**src/rtl/sbpm_map.svh**
```systemverilog
// sector buffer pointer manager: offsets, field positions, reset values
// assumes inclusion by the package and the main module only
//
// Functional notes
// - transfer counter is 12-bit down counter, max 4095
// - host bytes limited to programmed transfer count
// - count and host pointer load together
// - disk pointer is low byte plus seven bits
// - armed disk pointer loads on request flag
// - unarmed request flag stalls disk transfers
// - RAM port gated by enable, follows direction
// - control address read returns live status
// - type bit picks XT or AT when master
// - type bit survives every reset
// - read config weakly pulls address pins down
// - counter reset clears counter, self clears
// - host arm latch reloads at zero count
// - host direction bit sets host FIFO direction
// - disk direction bit sets disk FIFO direction
// - burst needs burst enable and host DMA
// - disk arm latch, write zero ignored
// - disk arm clears after pointer load
// - arm in RAM mode resets disk FIFO
// - host arm at zero count reloads at once
// - host pointer is low byte plus seven bits
// - request flag marks disk transfer start
`ifndef SBPM_MAP_SVH
`define SBPM_MAP_SVH

// ------------------------------------------------------------
// register offsets on the microcontroller bus
// ------------------------------------------------------------
`define SBPM_OFS_HOST_PTR_LO   8'h30
`define SBPM_OFS_HOST_PTR_HI   8'h31
`define SBPM_OFS_COUNT_LO      8'h32
`define SBPM_OFS_COUNT_HI      8'h33
`define SBPM_OFS_DISK_PTR_LO   8'h34
`define SBPM_OFS_DISK_PTR_HI   8'h35
`define SBPM_OFS_RAM_PORT      8'h36
`define SBPM_OFS_BUF_CTRL      8'h37

// ------------------------------------------------------------
// buffer control / status field positions
// ------------------------------------------------------------
`define SBPM_BIT_TYPE          7
`define SBPM_BIT_READ_CONFIG_MODE         6
`define SBPM_BIT_RXC           5
`define SBPM_BIT_HOST_ARM      4
`define SBPM_BIT_HOST_DIR      3
`define SBPM_BIT_DISK_DIR      2
`define SBPM_BIT_BURST         1
`define SBPM_BIT_DISK_ARM      0

// ------------------------------------------------------------
// widths and reset values
// ------------------------------------------------------------
`define SBPM_ADDR_W            15
`define SBPM_COUNT_W           12
`define SBPM_HI_PTR_W          7
`define SBPM_HI_COUNT_W        4
`define SBPM_RST_BYTE          8'h00
`define SBPM_RST_COUNT         12'h000

`endif

```
**src/rtl/sbpm_pkg.sv**
```systemverilog
// sector buffer pointer manager: shared types
// assumes sbpm_map.svh sits beside it
`include "sbpm_map.svh"

package sbpm_pkg;

  // ----------------------------------------------------------
  // microcontroller bus request, one cycle per strobe
  // ----------------------------------------------------------
  typedef struct packed {
    logic [7:0] addr;   // decoded register offset
    logic [7:0] wdata;  // write byte
    logic       wr;     // write strobe
    logic       rd;     // read strobe
  } sbpm_mc_req_t;

  // ----------------------------------------------------------
  // request toward the disk-side FIFO
  // ----------------------------------------------------------
  typedef struct packed {
    logic       clear;  // reset FIFO pointers
    logic       wr;     // push one byte
    logic       rd;     // pop one byte
    logic [7:0] wdata;  // byte to push
  } sbpm_fifo_req_t;

  // ----------------------------------------------------------
  // buffer control / status byte, msb first
  // ----------------------------------------------------------
  typedef struct packed {
    logic host_interface_type;
    logic read_config_mode;
    logic reset_transfer_counter;
    logic host_pointer_arm;
    logic host_direction;
    logic disk_direction;
    logic burst_enable;
    logic disk_pointer_arm;
  } sbpm_ctrl_t;

endpackage : sbpm_pkg

```
**src/rtl/sbpm_addr_counter.sv**
```systemverilog
// sector buffer pointer manager: loadable buffer address counter
// assumes load and step come from logic on the same clock
`timescale 1ns/1ps
`default_nettype none

module sbpm_addr_counter #(
  parameter int W = 15  // address width
) (
  input  wire logic         clk,
  input  wire logic         reset_n,
  input  wire logic         load,
  input  wire logic [W-1:0] base,
  input  wire logic         step,
  output logic      [W-1:0] addr
);

  // ----------------------------------------------------------
  // load wins over step so a reload never loses its base
  // ----------------------------------------------------------
  always_ff @(posedge clk)
  begin
    if (!reset_n)
      addr <= '0;
    else if (load)
      addr <= base;
    else if (step)
      addr <= addr + W'(1);  // one per byte
  end

endmodule : sbpm_addr_counter

`default_nettype wire

```
**src/rtl/sbpm_top.sv**
```systemverilog
// sector buffer pointer manager: pointers, counter, arm latches
// assumes bus strobes, FIFO and byte events share clk
`timescale 1ns/1ps
`default_nettype none
`include "sbpm_map.svh"

module sbpm_top
  import sbpm_pkg::*;
(
  input  wire logic           clk,
  input  wire logic           reset_n,
  input  wire sbpm_mc_req_t   mc_req,
  output logic [7:0]          mc_rdata,
  input  wire logic           host_slave_select,
  input  wire logic           host_dma_select,
  input  wire logic           ram_access_enable,
  input  wire logic           host_byte_done,
  input  wire logic           disk_byte_done,
  input  wire logic           disk_request_flag,
  input  wire logic [7:0]     disk_fifo_rdata,
  output var sbpm_fifo_req_t  disk_fifo_req,
  output logic                host_fifo_clear,
  output logic [14:0]         host_addr,
  output logic [14:0]         disk_addr,
  output logic [11:0]         transfer_count,
  output logic                host_xfer_enable,
  output logic                buf_addr_oe,
  output logic                buf_addr_pulldown,
  output logic                host_at_mode,
  output logic                host_xt_mode,
  output logic                burst_dma_enable,
  output logic                host_fifo_dir,
  output logic                disk_fifo_dir,
  output logic                disk_stall,
  output logic                host_ptr_loaded,
  output logic                disk_ptr_loaded
);

  // ----------------------------------------------------------
  // programmed registers
  // ----------------------------------------------------------
  logic [7:0]  host_ptr_lo;   // host pointer low byte
  logic [6:0]  host_ptr_hi;   // host pointer upper seven bits
  logic [7:0]  count_lo;      // transfer count low byte
  logic [3:0]  count_hi;      // transfer count upper bits
  logic [7:0]  disk_ptr_lo;   // disk pointer low byte
  logic [6:0]  disk_ptr_hi;   // disk pointer upper seven bits
  logic        type_bit;      // interface type, never reset
  logic        read_config_mode;        // address pins released
  logic        reset_transfer_counter;  // one-cycle counter clear
  logic        host_pointer_arm;        // host reload queued
  logic        host_direction;          // host FIFO direction
  logic        disk_direction;          // disk FIFO direction
  logic        burst_enable;            // burst request bit
  logic        disk_pointer_arm;        // disk reload queued
  sbpm_ctrl_t  ctrl;          // live control and latch state

  // ----------------------------------------------------------
  // decode and event terms
  // ----------------------------------------------------------
  logic [14:0] host_base;     // host pointer as one word
  logic [14:0] disk_base;     // disk pointer as one word
  logic        ctl_wr;        // write to buffer control
  logic        host_load;     // copy pointer and count now
  logic        count_zero;    // transfer counter empty
  logic        flag_d;        // request flag one cycle back
  logic        flag_rise;     // request flag just rose
  logic        disk_arm_set;  // software sets disk arm
  logic        mac_arm;       // arm while in RAM access mode
  logic        disk_load;     // copy disk pointer now
  logic        ram_wr_ok;     // accepted RAM port write
  logic        ram_rd_ok;     // accepted RAM port read

  function automatic logic wr_at(input logic [7:0] ofs);
    wr_at = mc_req.wr && (mc_req.addr == ofs);
  endfunction : wr_at

  assign host_base  = {host_ptr_hi, host_ptr_lo};
  assign disk_base  = {disk_ptr_hi, disk_ptr_lo};
  assign ctl_wr     = wr_at(`SBPM_OFS_BUF_CTRL);
  assign count_zero = (transfer_count == `SBPM_RST_COUNT);
  assign flag_rise  = disk_request_flag && !flag_d;

  // reload waits for an empty counter; a counter reset in flight
  // goes first so the fresh count is not wiped the next cycle
  assign host_load  = ctrl.host_pointer_arm && count_zero
                      && !ctrl.reset_transfer_counter;

  assign disk_arm_set = ctl_wr && mc_req.wdata[`SBPM_BIT_DISK_ARM];
  assign mac_arm      = disk_arm_set && ram_access_enable;

  // in RAM access mode the pointer is taken at once so the next
  // microcontroller byte lands at the new address
  assign disk_load = mac_arm
                     || (ctrl.disk_pointer_arm
                         && (flag_rise || disk_stall));

  // RAM port only moves data the way the disk direction allows
  assign ram_wr_ok = wr_at(`SBPM_OFS_RAM_PORT) && ram_access_enable
                     && !ctrl.disk_direction;
  assign ram_rd_ok = mc_req.rd && ram_access_enable
                     && (mc_req.addr == `SBPM_OFS_RAM_PORT)
                     && ctrl.disk_direction;

  // ----------------------------------------------------------
  // pointer and count registers
  // ----------------------------------------------------------
  always_ff @(posedge clk)
  begin
    if (!reset_n)
    begin
      host_ptr_lo <= `SBPM_RST_BYTE;
      host_ptr_hi <= '0;
      count_lo    <= `SBPM_RST_BYTE;
      count_hi    <= '0;
      disk_ptr_lo <= `SBPM_RST_BYTE;
      disk_ptr_hi <= '0;
    end
    else
    begin
      if (wr_at(`SBPM_OFS_HOST_PTR_LO))
        host_ptr_lo <= mc_req.wdata;
      if (wr_at(`SBPM_OFS_HOST_PTR_HI))
        host_ptr_hi <= mc_req.wdata[`SBPM_HI_PTR_W-1:0];
      if (wr_at(`SBPM_OFS_COUNT_LO))
        count_lo <= mc_req.wdata;
      if (wr_at(`SBPM_OFS_COUNT_HI))
        count_hi <= mc_req.wdata[`SBPM_HI_COUNT_W-1:0];
      if (wr_at(`SBPM_OFS_DISK_PTR_LO))
        disk_ptr_lo <= mc_req.wdata;
      if (wr_at(`SBPM_OFS_DISK_PTR_HI))
        disk_ptr_hi <= mc_req.wdata[`SBPM_HI_PTR_W-1:0];
    end
  end

  // ----------------------------------------------------------
  // interface type: kept through every reset, so it is
  // unknown until software first writes the control byte
  // ----------------------------------------------------------
  always_ff @(posedge clk)
  begin
    if (ctl_wr)
      type_bit <= mc_req.wdata[`SBPM_BIT_TYPE];
  end

  // ----------------------------------------------------------
  // plain control bits
  // ----------------------------------------------------------
  always_ff @(posedge clk)
  begin
    if (!reset_n)
    begin
      read_config_mode <= 1'b0;
      host_direction   <= 1'b0;
      disk_direction   <= 1'b0;
      burst_enable     <= 1'b0;
    end
    else if (ctl_wr)
    begin
      read_config_mode <= mc_req.wdata[`SBPM_BIT_READ_CONFIG_MODE];
      host_direction   <= mc_req.wdata[`SBPM_BIT_HOST_DIR];
      disk_direction   <= mc_req.wdata[`SBPM_BIT_DISK_DIR];
      burst_enable     <= mc_req.wdata[`SBPM_BIT_BURST];
    end
  end

  // status byte gathers the type bit and every control bit; one
  // driver for the whole word keeps each field single-sourced
  assign ctrl = {type_bit, read_config_mode, reset_transfer_counter,
                 host_pointer_arm, host_direction, disk_direction,
                 burst_enable, disk_pointer_arm};

  // ----------------------------------------------------------
  // counter reset: one cycle of clearing, then it drops
  // ----------------------------------------------------------
  always_ff @(posedge clk)
  begin
    if (!reset_n)
      reset_transfer_counter <= 1'b0;
    else if (ctl_wr && mc_req.wdata[`SBPM_BIT_RXC])
      reset_transfer_counter <= 1'b1;
    else
      reset_transfer_counter <= 1'b0;
  end

  // ----------------------------------------------------------
  // host arm latch: a write of one sets, zero is ignored;
  // a new set wins over the clear of a load in the same cycle
  // ----------------------------------------------------------
  always_ff @(posedge clk)
  begin
    if (!reset_n)
      host_pointer_arm <= 1'b0;
    else if (ctl_wr && mc_req.wdata[`SBPM_BIT_HOST_ARM])
      host_pointer_arm <= 1'b1;
    else if (host_load)
      host_pointer_arm <= 1'b0;
  end

  // ----------------------------------------------------------
  // disk arm latch: set outside RAM mode, cleared by the load
  // ----------------------------------------------------------
  always_ff @(posedge clk)
  begin
    if (!reset_n)
      disk_pointer_arm <= 1'b0;
    else if (disk_arm_set && !ram_access_enable)
      disk_pointer_arm <= 1'b1;
    else if (disk_load)
      disk_pointer_arm <= 1'b0;
  end

  // ----------------------------------------------------------
  // request edge and stall: an unarmed request holds the disk
  // controller until software arms the pointer
  // ----------------------------------------------------------
  always_ff @(posedge clk)
  begin
    if (!reset_n)
      flag_d <= 1'b0;
    else
      flag_d <= disk_request_flag;
  end

  always_ff @(posedge clk)
  begin
    if (!reset_n)
      disk_stall <= 1'b0;
    else if (flag_rise && !ctrl.disk_pointer_arm && !mac_arm)
      disk_stall <= 1'b1;
    else if (disk_load)
      disk_stall <= 1'b0;
  end

  // ----------------------------------------------------------
  // transfer counter: clear, reload, or count one host byte;
  // bytes offered at zero are not counted and not enabled
  // ----------------------------------------------------------
  always_ff @(posedge clk)
  begin
    if (!reset_n)
      transfer_count <= `SBPM_RST_COUNT;
    else if (ctrl.reset_transfer_counter)
      transfer_count <= `SBPM_RST_COUNT;
    else if (host_load)
      transfer_count <= {count_hi, count_lo};
    else if (host_byte_done && !count_zero)
      transfer_count <= transfer_count
                        - `SBPM_COUNT_W'(1);
  end

  assign host_xfer_enable = !count_zero;
  assign host_fifo_clear  = ctrl.reset_transfer_counter;

  // ----------------------------------------------------------
  // buffer address counters
  // ----------------------------------------------------------
  sbpm_addr_counter #(
    .W       (`SBPM_ADDR_W)
  ) u_host_ctr (
    .clk     (clk),
    .reset_n (reset_n),
    .load    (host_load),  // same cycle as the count
    .base    (host_base),
    .step    (host_byte_done && host_xfer_enable),
    .addr    (host_addr)
  );

  sbpm_addr_counter #(
    .W       (`SBPM_ADDR_W)
  ) u_disk_ctr (
    .clk     (clk),
    .reset_n (reset_n),
    .load    (disk_load),
    .base    (disk_base),
    .step    (disk_byte_done),
    .addr    (disk_addr)
  );

  // ----------------------------------------------------------
  // load pulses for the interrupt logic outside
  // ----------------------------------------------------------
  always_ff @(posedge clk)
  begin
    if (!reset_n)
    begin
      host_ptr_loaded <= 1'b0;
      disk_ptr_loaded <= 1'b0;
    end
    else
    begin
      host_ptr_loaded <= host_load;
      disk_ptr_loaded <= disk_load;
    end
  end

  // ----------------------------------------------------------
  // disk FIFO requests from the RAM access port
  // ----------------------------------------------------------
  always_ff @(posedge clk)
  begin
    if (!reset_n)
      disk_fifo_req <= '0;
    else
    begin
      disk_fifo_req.clear <= mac_arm;
      disk_fifo_req.wr    <= ram_wr_ok;
      disk_fifo_req.rd    <= ram_rd_ok;
      if (ram_wr_ok)
        disk_fifo_req.wdata <= mc_req.wdata;
    end
  end

  // ----------------------------------------------------------
  // read data: one cycle after the strobe; unmapped reads zero
  // ----------------------------------------------------------
  always_ff @(posedge clk)
  begin
    if (!reset_n)
      mc_rdata <= `SBPM_RST_BYTE;
    else if (mc_req.rd)
    begin
      case (mc_req.addr)
        `SBPM_OFS_HOST_PTR_LO: mc_rdata <= host_ptr_lo;
        `SBPM_OFS_HOST_PTR_HI: mc_rdata <= {1'b0, host_ptr_hi};
        `SBPM_OFS_COUNT_LO:    mc_rdata <= count_lo;
        `SBPM_OFS_COUNT_HI:    mc_rdata <= {4'h0, count_hi};
        `SBPM_OFS_DISK_PTR_LO: mc_rdata <= disk_ptr_lo;
        `SBPM_OFS_DISK_PTR_HI: mc_rdata <= {1'b0, disk_ptr_hi};
        `SBPM_OFS_RAM_PORT:
          mc_rdata <= ram_rd_ok ? disk_fifo_rdata : `SBPM_RST_BYTE;
        `SBPM_OFS_BUF_CTRL:    mc_rdata <= ctrl;
        default:               mc_rdata <= `SBPM_RST_BYTE;
      endcase
    end
  end

  // ----------------------------------------------------------
  // mode outputs
  // ----------------------------------------------------------
  // type bit only matters with the host as master
  assign host_at_mode  = !host_slave_select && type_bit;
  assign host_xt_mode  = !host_slave_select && !type_bit;
  assign burst_dma_enable = ctrl.burst_enable
                            && host_dma_select;
  assign host_fifo_dir = ctrl.host_direction;
  assign disk_fifo_dir = ctrl.disk_direction;
  // pins stop driving and the pad pulldowns take over
  assign buf_addr_oe       = !ctrl.read_config_mode;
  assign buf_addr_pulldown = ctrl.read_config_mode;
endmodule : sbpm_top

`default_nettype wire

```
**config.mk**
```make
export PLATFORM = sky130hd
export DESIGN_NAME = sbpm_top
export DESIGN_NICKNAME = d
export VERILOG_FILES = /design/src/rtl/sbpm_pkg.sv /design/src/rtl/sbpm_addr_counter.sv /design/src/rtl/sbpm_top.sv
export VERILOG_INCLUDE_DIRS = /design/src /design/src/rtl
export SDC_FILE = /design/constraint.sdc
export NUM_CORES = 1
export LEC_CHECK = 0
export BUFFER_PORTS_ARGS = -buffer_cell sky130_fd_sc_hd__buf_2
export CORE_AREA = 2 2 108 99
export DETAILED_ROUTE_END_ITERATION = 7
export DIE_AREA = 0 0 110 101
export PLACE_DENSITY = 0.78
export SLEW_MARGIN = 25
export SYNTH_ARGS = -nofsm -noshare
export SYNTH_HDL_FRONTEND = slang
export SYNTH_SLANG_ARGS = --single-unit
```
**constraint.sdc**
```tcl
create_clock -name clk -period 5.9 [get_ports clk]
set_clock_uncertainty 0.2 [all_clocks]
set_input_delay 0.59 -clock clk [delete_from_list [all_inputs] [get_ports clk]]
set_output_delay 0.59 -clock clk [all_outputs]
set_load 0.05 [all_outputs]
```
==> impl_metrics.py <==
metrics = {
    "die": {
        "fp.coreArea_um2": 10030,
        "die_area_um2": 11110,
        "io_pins": 107,
        "dieWidth_um": 110,
        "initial_core_util": 0.5349,
        "fp-row-count": 35,
        "fp.dieH_um": 101,
    },
    "critical_path": {
        "r2r_end": "u_host_ctr.addr[8]",
        "end_kind": "output port",
        "path_class": "register to output port",
        "r2r_start": "transfer_count[2]",
        "critPathBufInv": 2,
        "cp.required_ns": 5.11,
        "slowest_stage": "or4_1",
        "ff2ff_path_depth": 7,
        "cp_max_fo": 9,
        "ff2ff_setup_slack_ns": 3.00,
        "crit_chain": "or4_1 -> nor4_4 -> inv_2 -> buf_2",
        "critPathLaunchType": "register",
        "crit_family": "simple AND/OR/NAND/NOR gates",
        "critPathMaxStageDelay_ns": 0.73,
        "worstPathArrival_ns": 2.55,
    },
    "cts": {
        "post-cts-setup-buffers": 0,
        "clk_path_buf_depth": 2,
        "cts_root_buffer": "clkbuf_8",
        "clk_latency_ns": 0.52,
        "cts-buffers-inserted": 17,
        "cts_hold_buf": 0,
        "htreeDepth": 4,
        "cts_resized": 0,
        "cts_tree": "built",
        "path_clk_slew_ns": 0.06,
        "clock_sink_count": 115,
    },
    "timing": {
        "rsz0062_at_grt": "no",
        "hold_viol_final": 0,
        "final.setup.tns_ns": 0,
        "fmax_mhz": 299.4,
        "setup_viol": 0,
        "maxSlewViolCount": 0,
        "timing.final.crit_period_ns": 3.341,
        "slew_headroom": 0.5058,
        "period_share": 0.5662,
        "setup_ws_ns": 2.559,
        "tightestPinTransition_ns": 0.7385,
        "hold_ws_ns": 0.07891,
    },
    "finish": {
        "num_antenna_cells": 0,
        "n_fill_cell": 836,
        "layout-drive-gt1-share": 0.2121,
        "num-nets-final": 770,
        "layout_commonest_cell": "dfxtp_1",
        "areaGrowthSynthToFinish_pct": 22.18,
        "layout_common_cells": "114 x dfxtp_1, 106 x buf_2, 64 x nand2_1, 58 x nor2_1",
    },
    "global_routing": {
        "grt_pass1_wl_um": 25050,
        "grt_pass1_vias": 4849,
        "gr-total-overflow": 0,
        "grt_max_degree": 63,
        "antenna_found_initial": 0,
        "grt_util_all_layers": 0.2944,
    },
    "pwr": {
        "ir_drop_uv": 280.5,
        "power.total_mw": 2.546,
        "power_leakage_nw": 2.592,
        "powerDensity_nw_per_um2": 388.5,
    },
    "place": {
        "dp_worst_setup_slack_ns": 2.693,
        "place_congestion": 0.9540,
        "port_buffers": 106,
        "dp_hpwl_um": 10950,
    },
    "status": {
        "status": "finished, final reports clean",
    },
    "drt": {
        "wl_um": 15940,
        "via_per_inst": 6.146,
        "dr.pass1.iters": 5,
        "initialDrtViolationCount": 623,
        "drc": 0,
        "wl_per_cell_um": 18.24,
        "final_antenna_net_count": 0,
        "vias": 5372,
    },
    "synth": {
        "syn_inst": 644,
        "synth_warnings": 0,
        "synth_nets": 682,
        "ys.flop_type": "dfxtp_1",
        "synth_area_um2": 5364,
        "ys_seq_area_frac": 0.4311,
        "synth_top_area_share": 0.4255,
        "yosysTopAreaCell": "dfxtp_1",
        "yosys.cell_types.count": 57,
        "async_flop_share": 0,
        "syn_area_per_cell_um2": 8.329,
        "ys_top_cells_by_area": "dfxtp_1 43%, a21oi_1 5.2%, mux2i_1 5.2%",
        "synth_edf_count": 1,
        "synth_seq_cells": 115,
    },
    "hold_path": {
        "hold_depth": 2,
        "hold_start": "disk_request_flag",
        "hold_path.class": "input port to register",
        "min_delay_worst_endpoint": "flag_d",
    },
    "flow_run": {
        "max-cap-violations": 0,
    },
}
layout make-up:
cell class	instances	area (µm²)	share of cell area
multi-input combinational	475	2855	0.4357
timing repair buffer	111	571.8	0.08725
clock buffer	22	452.9	0.06911
inverter	12	45.04	0.006873
sequential	115	2312	0.3528
clock inverter	10	155.1	0.02367
tap	129	161.4	0.02463
state kept, by name, summed over array words and instances (netlist names), 4 cells and up:
register / count
disk_ptr_lo: 8
mc_rdata: 8
u_host_ctr.addr: 15
u_disk_ctr.addr: 15
disk_fifo_req: 11
disk_ptr_hi: 7
count_lo: 8
host_ptr_hi: 7
host_ptr_lo: 8
count_hi: 4
transfer_count: 12
where the power goes:
part | switching [mW] | leakage (nW) | internal, mW | total (mW)
registers | 0.0489 | 0.930 | 0.818 | 0.867
clock network | 0.357 | 0.295 | 0.705 | 1.06
logic | 0.437 | 1.37 | 0.180 | 0.617
cells in the mapped netlist, drive strengths merged (4+ instances only):
library cell and instances:
a211oi 8, a21oi 56, a221oi 11, a22oi 5, a31oi 9, and2 6
and3 9, buf 11, clkbuf 31, dfxtp 114, ha 4, inv 12
mux2 4, mux2i 28, nand2 64, nand3 46, nand4 11, nor2 58
nor2b 9, nor3 15, nor4 11, o21ai 56, or3 5, or4 6
xnor2 12, xor2 8
kinds of logic (layout without fill, tap and decap cells):
kind of cell / after synthesis / count (layout) / share of synthesized area
simple gates: 258 / 258 / 0.2438
compound gates: 160 / 160 / 0.1764
flops: 115 / 115 / 0.4311
buf+inv: 54 / 155 / 0.04199
mux: 33 / 33 / 0.06485
xor+xnor: 20 / 20 / 0.03266
fa+ha+maj: 4 / 4 / 0.009331
metrics by stage:
step | cells | instance area [µm²] | utilization
floorplan | 644 | 5364 | -
global placement | 841 | 5923 | 0.5906
detailed placement | 841 | 5934 | 0.5918
CTS | 873 | 6543 | 0.6524
global route | 874 | 6554 | 0.6535
finish | 874 | 6554 | 0.6535
layer usage:
metal | vias up | track usage | part of all wire | routed length [µm]
met5 | - | 0 | 0 | 0
met4 | 0 | 0.1061 | 0.021 | 335
met3 | 33 | 0.08468 | 0.10 | 1637
met2 | 296 | 0.4379 | 0.44 | 7077
met1 | 2538 | 0.4058 | 0.43 | 6894
li1 | 2505 | - | - | -
worst max path at each step:
stage	start	endpoint	slack (ns)	depth (start not counted)
floorplan	transfer_count[2]	transfer_count[9]	3.02	8
global placement	transfer_count[2]	transfer_count[1]	2.81	6
detailed placement	transfer_count[2]	transfer_count[3]	2.69	6
CTS	transfer_count[2]	host_xfer_enable	2.56	4
global route	transfer_count[2]	host_xfer_enable	2.43	4
finish	transfer_count[2]	host_xfer_enable	2.56	4
worst reg2reg max path, stage by stage (launching register included):
cell and delay, ns:
dfxtp_1 0.37, or4_1 0.73, nor4_4 0.55, inv_2 0.13, nor3b_4 0.34, buf_6 0.25
a21oi_1 0.09, a21oi_1 0.15
Note: power is estimated with default switching activity, not from simulation.
